--- src/hdl/cdap_pkg.sv ---
// Package: constants and types for the counter data access port
`default_nettype none
package cdap_pkg;
    localparam logic [3:0] CDAP_OFF_CNT1 = 4'h6;
    localparam logic [3:0] CDAP_OFF_CNT2 = 4'h7;
    localparam logic [3:0] CDAP_OFF_CNT3 = 4'h8;
    localparam logic [3:0] CDAP_OFF_CMD = 4'h9;
    localparam int CDAP_SEL_HI = 7;
    localparam int CDAP_SEL_LO = 6;
    localparam int CDAP_ACC_HI = 5;
    localparam int CDAP_ACC_LO = 4;
    localparam int CDAP_MODE_HI = 3;
    localparam int CDAP_MODE_LO = 1;
    localparam int CDAP_BCD_BIT = 0;
    localparam int CDAP_RB_NCOUNT = 5;
    localparam int CDAP_RB_NSTATUS = 4;
    localparam logic [1:0] CDAP_SEL_READBACK = 2'h3;
    localparam logic [15:0] CDAP_COUNT_RESET = 16'h0000;
    localparam logic [7:0] CDAP_CTRL_RESET = 8'h00;

    typedef enum logic [1:0] {
        CDAP_ACC_LATCH = 2'b00,
        CDAP_ACC_LSB = 2'b01,
        CDAP_ACC_MSB = 2'b10,
        CDAP_ACC_BOTH = 2'b11
    } cdap_access_t;

    // Host access bundle
    typedef struct packed {
        logic rd;
        logic wr;
        logic [3:0] addr;
        logic [7:0] data;
    } cdap_host_req_t;

    // Per-counter access state
    typedef struct packed {
        logic [7:0] ctrl;
        logic [15:0] count;
        logic [15:0] latch;
        logic cnt_latched;
        logic [7:0] status;
        logic st_latched;
        logic rd_ptr;
        logic wr_ptr;
        logic [7:0] low_hold;
    } cdap_chan_t;
endpackage
`default_nettype wire

--- src/hdl/cdap_counter_data_access_port.sv ---
// Counter group data access port with three counters and command register
// Notes on behaviour
// - Three counters; counters 1 and 2 give update pulses pacing waveform output.
// - Counter 3 output may clock counters 1 and 2 instead.
// - Data registers are 8 bits; 16-bit values move as two byte accesses.
// - Writing a data register loads starting count for that counter.
// - Read gives live count unless something is latched, then latched data.
// - Latched count or status holds unchanged until read out.
// - Later latch or read-back commands leave an unread count or status latch unchanged.
// - Latched 16-bit count reads low byte first, then high byte, unless a latch command follows an unpaired live low-byte read.
// - Status byte reads first, then count bytes, regardless of latch order.
// - Counter 1 data at offset 06 only while group select is clear.
// - Counter 2 data at offset 07 only while group select is clear.
// - Command bits 7-6 select counter 1, 2, 3, or read-back.
// - Command bits 5-4: latch, low only, high only, low then high.
// - Count latch captures current count for next read.
// - Decimal select bit chooses BCD counting, else 16-bit binary.
`timescale 1ns/1ns
`default_nettype none
module cdap_counter_data_access_port (
    input wire logic clock,
    input wire logic reset,
    input wire cdap_pkg::cdap_host_req_t host_req,
    input wire logic register_group_select,
    input wire logic [2:0] count_clock,
    input wire logic [2:0] count_gate,
    output logic [7:0] read_data,
    output logic [2:0] counter_out,
    output logic update_one,
    output logic update_two
);
    import cdap_pkg::*;

    cdap_chan_t ch_r [3];
    cdap_chan_t ch_nxt [3];
    logic [7:0] read_data_r, read_data_nxt;
    logic [2:0] out_r, out_nxt;
    logic [2:0] clk_prev_r, clk_prev_nxt;
    logic alt_clock_r, alt_clock_nxt;

    // Decoded data register index; group select hides 06 and 07
    function automatic logic [1:0] data_index(input logic [3:0] a, input logic grp);
        data_index = 2'h3;
        if (a == CDAP_OFF_CNT1 && !grp) data_index = 2'h0;
        if (a == CDAP_OFF_CNT2 && !grp) data_index = 2'h1;
        if (a == CDAP_OFF_CNT3) data_index = 2'h2;
    endfunction

    // One count step in binary or BCD
    function automatic logic [15:0] dec_step(input logic [15:0] v, input logic bcd);
        logic [15:0] r;
        r = v - 16'h0001;
        if (bcd) begin
            r = v;
            for (int d = 0; d < 4; d++) begin
                if (r[d*4 +: 4] != 4'h0) begin
                    r[d*4 +: 4] = r[d*4 +: 4] - 4'h1;
                    break;
                end
                r[d*4 +: 4] = 4'h9;
            end
        end
        dec_step = r;
    endfunction

    logic [1:0] idx;
    logic is_cmd;
    assign idx = data_index(host_req.addr, register_group_select);
    assign is_cmd = host_req.wr && host_req.addr == CDAP_OFF_CMD;

    // Next state of all three counters
    always_comb begin
        logic tick;
        logic hit;
        logic [15:0] loaded;
        logic [15:0] src;
        tick = 1'b0;
        src = 16'h0000;
        hit = 1'b0;
        loaded = 16'h0000;
        ch_nxt = ch_r;
        read_data_nxt = read_data_r;
        out_nxt = out_r;
        clk_prev_nxt = count_clock;
        alt_clock_nxt = out_r[2];
        for (int i = 0; i < 3; i++) begin
            // Counter three clocks the others when mode bit picks it
            if (i < 2 && ch_r[i].ctrl[CDAP_MODE_HI])
                tick = alt_clock_r && !out_r[2];
            else
                tick = clk_prev_r[i] && !count_clock[i];
            // Count down and pulse at terminal count
            if (tick && count_gate[i]) begin
                ch_nxt[i].count = dec_step(ch_r[i].count, ch_r[i].ctrl[CDAP_BCD_BIT]);
                out_nxt[i] = (ch_r[i].count == 16'h0001);
            end
            hit = (idx == 2'(i));
            if (is_cmd) begin
                if (host_req.data[CDAP_SEL_HI:CDAP_SEL_LO] == CDAP_SEL_READBACK) begin
                    if (host_req.data[i+1]) begin
                        if (!host_req.data[CDAP_RB_NCOUNT] && !ch_r[i].cnt_latched) begin
                            ch_nxt[i].latch = ch_r[i].count;
                            ch_nxt[i].cnt_latched = 1'b1;
                            ch_nxt[i].rd_ptr = 1'b0;
                        end
                        if (!host_req.data[CDAP_RB_NSTATUS] && !ch_r[i].st_latched) begin
                            ch_nxt[i].status = {out_r[i], 1'b0, ch_r[i].ctrl[5:0]};
                            ch_nxt[i].st_latched = 1'b1;
                        end
                    end
                end else if (host_req.data[CDAP_SEL_HI:CDAP_SEL_LO] == 2'(i)) begin
                    if (host_req.data[CDAP_ACC_HI:CDAP_ACC_LO] == CDAP_ACC_LATCH) begin
                        if (!ch_r[i].cnt_latched) begin
                            ch_nxt[i].latch = ch_r[i].count;
                            ch_nxt[i].cnt_latched = 1'b1;
                        end
                    end else begin
                        ch_nxt[i].ctrl = host_req.data;
                        ch_nxt[i].rd_ptr = 1'b0;
                        ch_nxt[i].wr_ptr = 1'b0;
                    end
                end
            end
            if (host_req.wr && hit) begin
                unique case (cdap_access_t'(ch_r[i].ctrl[CDAP_ACC_HI:CDAP_ACC_LO]))
                    CDAP_ACC_LSB: ch_nxt[i].count = {8'h00, host_req.data};
                    CDAP_ACC_MSB: ch_nxt[i].count = {host_req.data, 8'h00};
                    CDAP_ACC_BOTH: begin
                        // Two byte writes form one count
                        if (!ch_r[i].wr_ptr) begin
                            ch_nxt[i].low_hold = host_req.data;
                        end else begin
                            loaded = {host_req.data, ch_r[i].low_hold};
                            ch_nxt[i].count = loaded;
                        end
                        ch_nxt[i].wr_ptr = !ch_r[i].wr_ptr;
                    end
                    CDAP_ACC_LATCH: ch_nxt[i].wr_ptr = ch_r[i].wr_ptr;
                endcase
            end
            // Read path, status first then count
            if (host_req.rd && hit) begin
                if (ch_r[i].st_latched) begin
                    read_data_nxt = ch_r[i].status;
                    ch_nxt[i].st_latched = 1'b0;
                end else begin
                    src = ch_r[i].cnt_latched ? ch_r[i].latch : ch_r[i].count;
                    unique case (cdap_access_t'(ch_r[i].ctrl[CDAP_ACC_HI:CDAP_ACC_LO]))
                        CDAP_ACC_MSB: begin
                            read_data_nxt = src[15:8];
                            ch_nxt[i].cnt_latched = 1'b0;
                        end
                        CDAP_ACC_BOTH: begin
                            read_data_nxt = ch_r[i].rd_ptr ? src[15:8] : src[7:0];
                            // Latch released only after last byte
                            if (ch_r[i].rd_ptr) ch_nxt[i].cnt_latched = 1'b0;
                            ch_nxt[i].rd_ptr = !ch_r[i].rd_ptr;
                        end
                        default: begin
                            read_data_nxt = src[7:0];
                            ch_nxt[i].cnt_latched = 1'b0;
                        end
                    endcase
                end
            end
        end
    end

    // Register stage
    always_ff @(posedge clock) begin
        if (reset) begin
            for (int i = 0; i < 3; i++) begin
                ch_r[i] <= '0;
            end
            read_data_r <= 8'h00;
            out_r <= 3'h0;
            clk_prev_r <= 3'h0;
            alt_clock_r <= 1'b0;
        end else begin
            ch_r <= ch_nxt;
            read_data_r <= read_data_nxt;
            out_r <= out_nxt;
            clk_prev_r <= clk_prev_nxt;
            alt_clock_r <= alt_clock_nxt;
        end
    end

    assign read_data = read_data_r;
    assign counter_out = out_r;
    // Update pulses come from registered outputs
    assign update_one = out_r[0];
    assign update_two = out_r[1];

    // Checks
    a_latch_hold: assert property (@(posedge clock) disable iff (reset)
        ch_r[0].cnt_latched && !host_req.rd |=> $stable(ch_r[0].latch))
        else $error("latched count changed before read");
    a_first_only: assert property (@(posedge clock) disable iff (reset)
        ch_r[1].cnt_latched && is_cmd |=> ch_r[1].latch == $past(ch_r[1].latch))
        else $error("second latch overwrote first");
    a_status_first: assert property (@(posedge clock) disable iff (reset)
        ch_r[1].st_latched && host_req.rd && idx == 2'h1 |=> read_data_r == $past(ch_r[1].status))
        else $error("status not returned first");
    a_group_hide: assert property (@(posedge clock) disable iff (reset)
        register_group_select && host_req.wr && host_req.addr == CDAP_OFF_CNT1 |=> $stable(ch_r[0].count)
            || $past(count_gate[0]))
        else $error("counter one decoded with group select set");
    // Word latch must hand out its low byte first
    a_low_first: assert property (@(posedge clock) disable iff (reset)
        !ch_r[0].st_latched && ch_r[0].cnt_latched && !ch_r[0].rd_ptr && host_req.rd && idx == 2'h0
            && ch_r[0].ctrl[CDAP_ACC_HI:CDAP_ACC_LO] == CDAP_ACC_BOTH
            |=> read_data_r == $past(ch_r[0].latch[7:0]))
        else $error("latched word did not start with low byte");
    // A stale half word would pair with the wrong byte
    a_ptr_restart: assert property (@(posedge clock) disable iff (reset)
        is_cmd && host_req.data[CDAP_SEL_HI:CDAP_SEL_LO] == 2'h0
            && host_req.data[CDAP_ACC_HI:CDAP_ACC_LO] != CDAP_ACC_LATCH
            |=> !ch_r[0].rd_ptr && !ch_r[0].wr_ptr)
        else $error("byte pointers not back at low byte after command");
    c_latch_read: cover property (@(posedge clock) ch_r[0].cnt_latched ##1 host_req.rd);
    c_status_read: cover property (@(posedge clock) ch_r[1].st_latched && host_req.rd && idx == 2'h1);
    c_terminal: cover property (@(posedge clock) out_r[0]);
endmodule
`default_nettype wire

--- config.mk ---
export PLATFORM = sky130hd
export DESIGN_NAME = cdap_counter_data_access_port
export DESIGN_NICKNAME = d
export VERILOG_FILES = /design/src/hdl/cdap_pkg.sv /design/src/hdl/cdap_counter_data_access_port.sv
export SDC_FILE = /design/constraint.sdc
export NUM_CORES = 1
export LEC_CHECK = 0
export BUFFER_PORTS_ARGS = -buffer_cell sky130_fd_sc_hd__buf_4
export CORE_AREA = 2 2 136 138
export DETAILED_ROUTE_END_ITERATION = 16
export DIE_AREA = 0 0 138 140
export PLACE_DENSITY_LB_ADDON = 0.3
export SYNTH_ARGS = -nofsm -noshare
export SYNTH_HDL_FRONTEND = slang
export SYNTH_SLANG_ARGS = --single-unit
--- constraint.sdc ---
create_clock -name clock -period 3.5 [get_ports clock]
set_input_delay 0.35 -clock clock [delete_from_list [all_inputs] [get_ports clock]]
set_output_delay 0.35 -clock clock [all_outputs]
set_load 0.02 [all_outputs]
Yosys cells after proc, flatten, opt, wreduce, memory -nomap -nowiden

Index checks and enable logic that the tools add are counted.

Word-level logic and storage cells: 362
Memories: 0
Flip-flop bits (word level): 186
Bits in read-only memories: 0
Input bits: 23
Latch bits: 0
Bits in writable memories: 0
Output and inout bits: 13

Reductions and logical operators: 76
Multipliers: 0
Add/sub/neg operators: 15
$lt $le $gt $ge: 0
Multiplexer cells: 200
Shift-type cells: 0
Eq/ne operators: 33
Bitwise logic cells: 5
Divide/modulo/power cells: 0

Operator list:

| operator                                                               | count |
|---|---|
| 17-bit two-way mux                                                     | 15 |
| 16-bit two-way mux                                                     | 15 |
| 8-bit two-way mux                                                      | 18 |
| 16-bit case mux with 3 select lines                                    | 3 |
| 4-bit two-way mux                                                      | 27 |
| 1-bit two-way mux                                                      | 86 |
| 27-bit two-way mux                                                     | 3 |
| 9-bit two-way mux                                                      | 9 |
| 12-bit two-way mux                                                     | 6 |
| 16-bit by 1-bit equality test with 1-bit output, second input constant | 3 |
| 8-bit case mux with 2 select lines                                     | 3 |
| 4-bit nonzero test                                                     | 12 |
| 16-bit by 1-bit subtractor with 16-bit output, second input constant   | 3 |
| 4-bit by 1-bit subtractor with 4-bit output, second input constant     | 12 |
| 2-bit two-way mux                                                      | 12 |
| 4-bit AND reduction                                                    | 6 |
| 1-bit logical AND                                                      | 22 |
| 1-bit logical NOT                                                      | 19 |
| 2-bit equality test, second input constant                             | 9 |
| 6-bit AND reduction                                                    | 3 |
| 2-bit != test, second input constant                                   | 7 |
| 2-bit logical NOT                                                      | 6 |
| 2-bit by 1-bit equality test with 1-bit output, second input constant  | 5 |
| 2-bit by 1-bit != test with 1-bit output, second input constant        | 5 |
| other kinds (7)                                                        | 20 |

Longest topological paths before layout

Depth in word-level cells: 26
Depth in mapped cells: 9
Mapped depth without buffers: 7

Least setup slack after synthesis

Ideal clock, no wire load.

Path kind: input port to flip-flop
From: in host_req[9] (netlist bit)
To: reg ch_r[140] (netlist bit)
Slack: 1.118 ns
Cell stages on the path: 9
Required time: 3.372 ns
Setup time: 0.128 ns
Data arrival time: 2.254 ns
Path buffers: 4
Cell sequence: or3b_1 > buf_2 > or3_1 > buf_4 > or4_4 > buf_6 > buf_8 > a22oi_2 > nor2_1

Longest elaborated chain between the ends: 3

RTL lines:

| what                                 | line                                 | source |
|---|---|---|
| from (decl)                          | cdap_counter_data_access_port.sv:23  | `input wire cdap_pkg::cdap_host_req_t host_req,` |
| 4-bit equality test                  | cdap_counter_data_access_port.sv:69  | `assign is_cmd = host_req.wr && host_req.addr == CDAP_OFF_CMD;` |
| 1-bit logical AND                    | cdap_counter_data_access_port.sv:69  |  |
| 6-bit AND reduction (no source line) | n/a                                  |  |
| to (signal assigned)                 | cdap_counter_data_access_port.sv:180 | `ch_r <= ch_nxt;` |
| to (decl)                            | cdap_counter_data_access_port.sv:34  | `cdap_chan_t ch_r [3];` |

No other way between the ends.
A chain may end at the register's enable or synchronous reset.

Worst setup path after layout

From: reg ch_r[97] (netlist bit)
To: reg ch_r[106] (netlist bit)

Longest elaborated chain between the ends: 10
Elaborated cells on any way between the ends: 11
Those cells by class: add/sub (1); mux (9); reduce/logical (1)

RTL lines:

| what                                                                                                  | line                                 | source |
|---|---|---|
| parallel branches: the longest is 5 deep, another holds 16-bit by 1-bit subtractor with 16-bit output | n/a                                  |  |
| 16-bit two-way mux (*)                                                                                | cdap_counter_data_access_port.sv:53  | `if (bcd) begin` |
| 16-bit two-way mux (*)                                                                                | cdap_counter_data_access_port.sv:93  | `if (tick && count_gate[i]) begin` |
| 16-bit two-way mux                                                                                    | cdap_counter_data_access_port.sv:130 | `if (!ch_r[i].wr_ptr) begin` |
| 16-bit case mux with 3 select lines                                                                   | cdap_counter_data_access_port.sv:125 | `unique case (cdap_access_t'(ch_r[i].ctrl[CDAP_ACC_HI:CDAP_ACC_LO]))` |
| 16-bit two-way mux (*)                                                                                | cdap_counter_data_access_port.sv:124 | `if (host_req.wr && hit) begin` |

Mark *: on every way between the ends. The select of a mux whose other input is x is not followed.

==> impl_metrics.tcl <==
set metrics [dict create \
    outcome "finished, final reports clean" \
    crit_slowest_cell "nor3b_1" \
    insertion_delay_ps 440 \
    worst-r2r-cell-count 6 \
    nets 1333 \
    cts_hold_buf 0 \
    area_delta_synth_final_pct 8.07 \
    route.detailed.drc 0 \
    start_util_pct 59.5 \
    dpl_cell_area_um2 10800 \
    required_ps 3840 \
    whs_path_depth 2 \
    whs_endpoint "clk_prev_r[0]" \
    ys_seq_area_share_pct 35.2 \
    clock_path_buffers 2 \
    critPathBufInv 1 \
    portBuffers 35 \
    synth_seq_cells 186 \
    synthDistinctLibCells 81 \
    async_reset_ff_share_pct 0 \
    crit_path_end_kind "flop" \
    clk_pin_slew_ps 70 \
    syn-num-nets 1372 \
    fin_crit_ps 2560 \
    wirelength_mm 32.9 \
    dp_hpwl_mm 23.0 \
    vias 10500 \
    grt-ovfl-total 0 \
    rsz0062_at_grt "no" \
    grt_pass1_wl_mm 52.1 \
    cts_tree "done" \
    coreArea_um2 17800 \
    synth_top_area_share_pct 35.2 \
    final_design_area_no_fill_um2 11400 \
    synth.area.top_cells "dfxtp_1 35%, mux2i_1 5.7%, nand2_1 5.0%" \
    fin_total_pwr_w 0.00470 \
    hold_violations 0 \
    r2r_slack_ps 940 \
    drtPass1Iterations 6 \
    setup_tns_ps 0 \
    r2r_start "ch_r[97]" \
    cts_setup_buffers 0 \
    track_usage_pct 33.5 \
    gp_congestion 1.01 \
    slew_violations 0 \
    r2r-end "ch_r[106]" \
    hold_path.class "input port to flop" \
    p_per_area_nw_per_um2 411 \
    syn_area_um2 10600 \
    synth_edf_count 0 \
    drive_gt1_share_pct 10.1 \
    yosys_warnings 0 \
    vdd.ir_drop.worst_mv 0.390 \
    worst_setup_path_startpoint "ch_r[97]" \
    relSlewSlack_pct 24.9 \
    critPathLaunchType "flop" \
    numCtsBuffers 17 \
    clock-root-buffer "clkbuf_16" \
    worst_slew_pin_slew_ps 1120 \
    yosysMostFrequentCell "dfxtp_1" \
    grt_start_max_net_pins 100 \
    grt_pass1_vias 9617 \
    postRouteAntennaNets 0 \
    io_pins 36 \
    synth_top_cell_by_area "dfxtp_1" \
    crit_family "compound AO/OA/AOI/OAI gates" \
    maxCapViolCount 0 \
    vias_per_cell 6.85 \
    floorplan.rows 49 \
    fin_skew_ps 8.69 \
    crit_arrival_ps 2900 \
    finalSetupViolations 0 \
    syn_area_per_cell_um2 7.94 \
    wl_per_cell_um 21.5 \
    cts_sinks 186 \
    first_iter_violations 1422 \
    die-width_um 138 \
    syn_inst 1333 \
    leakagePower_nw 3.79 \
    synth_common_cells "186 x dfxtp_1, 141 x nand2_1, 132 x nor2_1" \
    fmax_mhz 390 \
    die_h_um 140 \
    critPathMaxStageDelay_ps 460 \
    htree_num_levels 4 \
    dieArea_um2 19300 \
    post-route-period-util_pct 73.2 \
    antenna_found_initial 1 \
    crit_chain "inv_1 > ha_1 > nor3b_1 > o21ai_0 > o311a_1 > a221oi_1" \
    criticalPathCategory "flop to flop" \
    min-delay-start "count_clock[0]" \
    ctsResizeCount 0 \
    synth_flop_cell "dfxtp_1" \
    worst-path-max-fanout 10 \
]
==> per-layer routing <==
layer	vias up	wire length, um	track usage (%)
met1	5080	13300	45.1
met2	538	14900	52.2
li1	4812	-	-
met3	96	3340	6.46
met5	-	0	0
met4	0	1390	15.5
==> flip-flops by register name (all words and copies together) (netlist names) <==
name / count
ch_r: 171
read_data: 8
clk_prev_r: 3
counter_out: 3
alt_clock_r: 1
==> where the power goes <==
| group | internal [W] | switching [W] | total (W) |
|---|---|---|---|
| combinational | 0.000180 | 0.000317 | 0.000498 |
| clock | 0.00114 | 0.000862 | 0.00200 |
| sequential | 0.00214 | 0.0000570 | 0.00220 |
| total | 0.00346 | 0.00124 | 0.00470 |
==> kinds of logic (layout without fill, tap and decap cells) <==
logic type / count (synthesis) / in the layout / synth area share, %
AND/OR/NAND/NOR: 536 / 536 / 25.3
AO/OA/AOI/OAI: 356 / 356 / 22.7
flip-flops: 186 / 186 / 35.2
buffers and inverters: 155 / 128 / 5.84
multiplexers: 78 / 78 / 8.66
adder cells (fa/ha/maj): 16 / 16 / 1.89
XOR/XNOR: 6 / 6 / 0.497
other: 0 / 1 / 0
==> worst max-delay path by stage <==
stage                      endpoint  slack [ps]  cells after the start
after floorplan           ch_r[140]        1120                      9
after global placement    ch_r[155]         860                      6
after detailed placement  ch_r[153]         800                      6
after CTS                 ch_r[106]         990                      6
after global routing      ch_r[106]         730                      6
final                     ch_r[106]         940                      6
==> stage by stage <==
| step | worst slack (ps) | util, % | instances | hold slack, ps |
|---|---|---|---|---|
| global placement | 861 | 61.0 | 1504 | 434 |
| global route | 727 | 64.3 | 1535 | 136 |
| detailed placement | 797 | 61.0 | 1504 | 443 |
| finish | 937 | 64.3 | 1536 | 135 |
| floorplan | 1120 | - | 1333 | 428 |
| CTS | 987 | 64.3 | 1535 | 136 |
==> worst register-to-register path: stages (launching register included) <==
cell and delay, ps:
dfxtp_1 420, inv_1 170, ha_1 380, nor3b_1 470, o21ai_0 360, o311a_1 420, a221oi_1 260
==> placed cells by master, fill, tap and decap left out, types with 11 or more instances in the layout <==
cell         n
nand3_1    102
o22ai_1     12
inv_1       41
a21oi_1    103
o211ai_1    12
mux2i_1     60
o21ai_0     66
nor3_1      23
nor2_1     132
buf_4       53
ha_1        16
a221oi_1    14
nor4_1      15
nand2_1    141
nor2b_1     21
or3_1       12
a22oi_1     19
a211oi_1    16
dfxtp_1    186
nand2b_1    11
clkbuf_16   17
==> cell type report <==
cell class,count,area [um2]
Fill cell,1535,6350
Tap cell,229,287
Clock inverter,11,145
Multi-Input combinational cell,992,6250
Inverter,43,161
Antenna cell,1,2.50
Timing Repair Buffer,54,418
Sequential cell,186,3720
Clock buffer,20,447
Note: power is estimated with default switching activity, not from simulation.
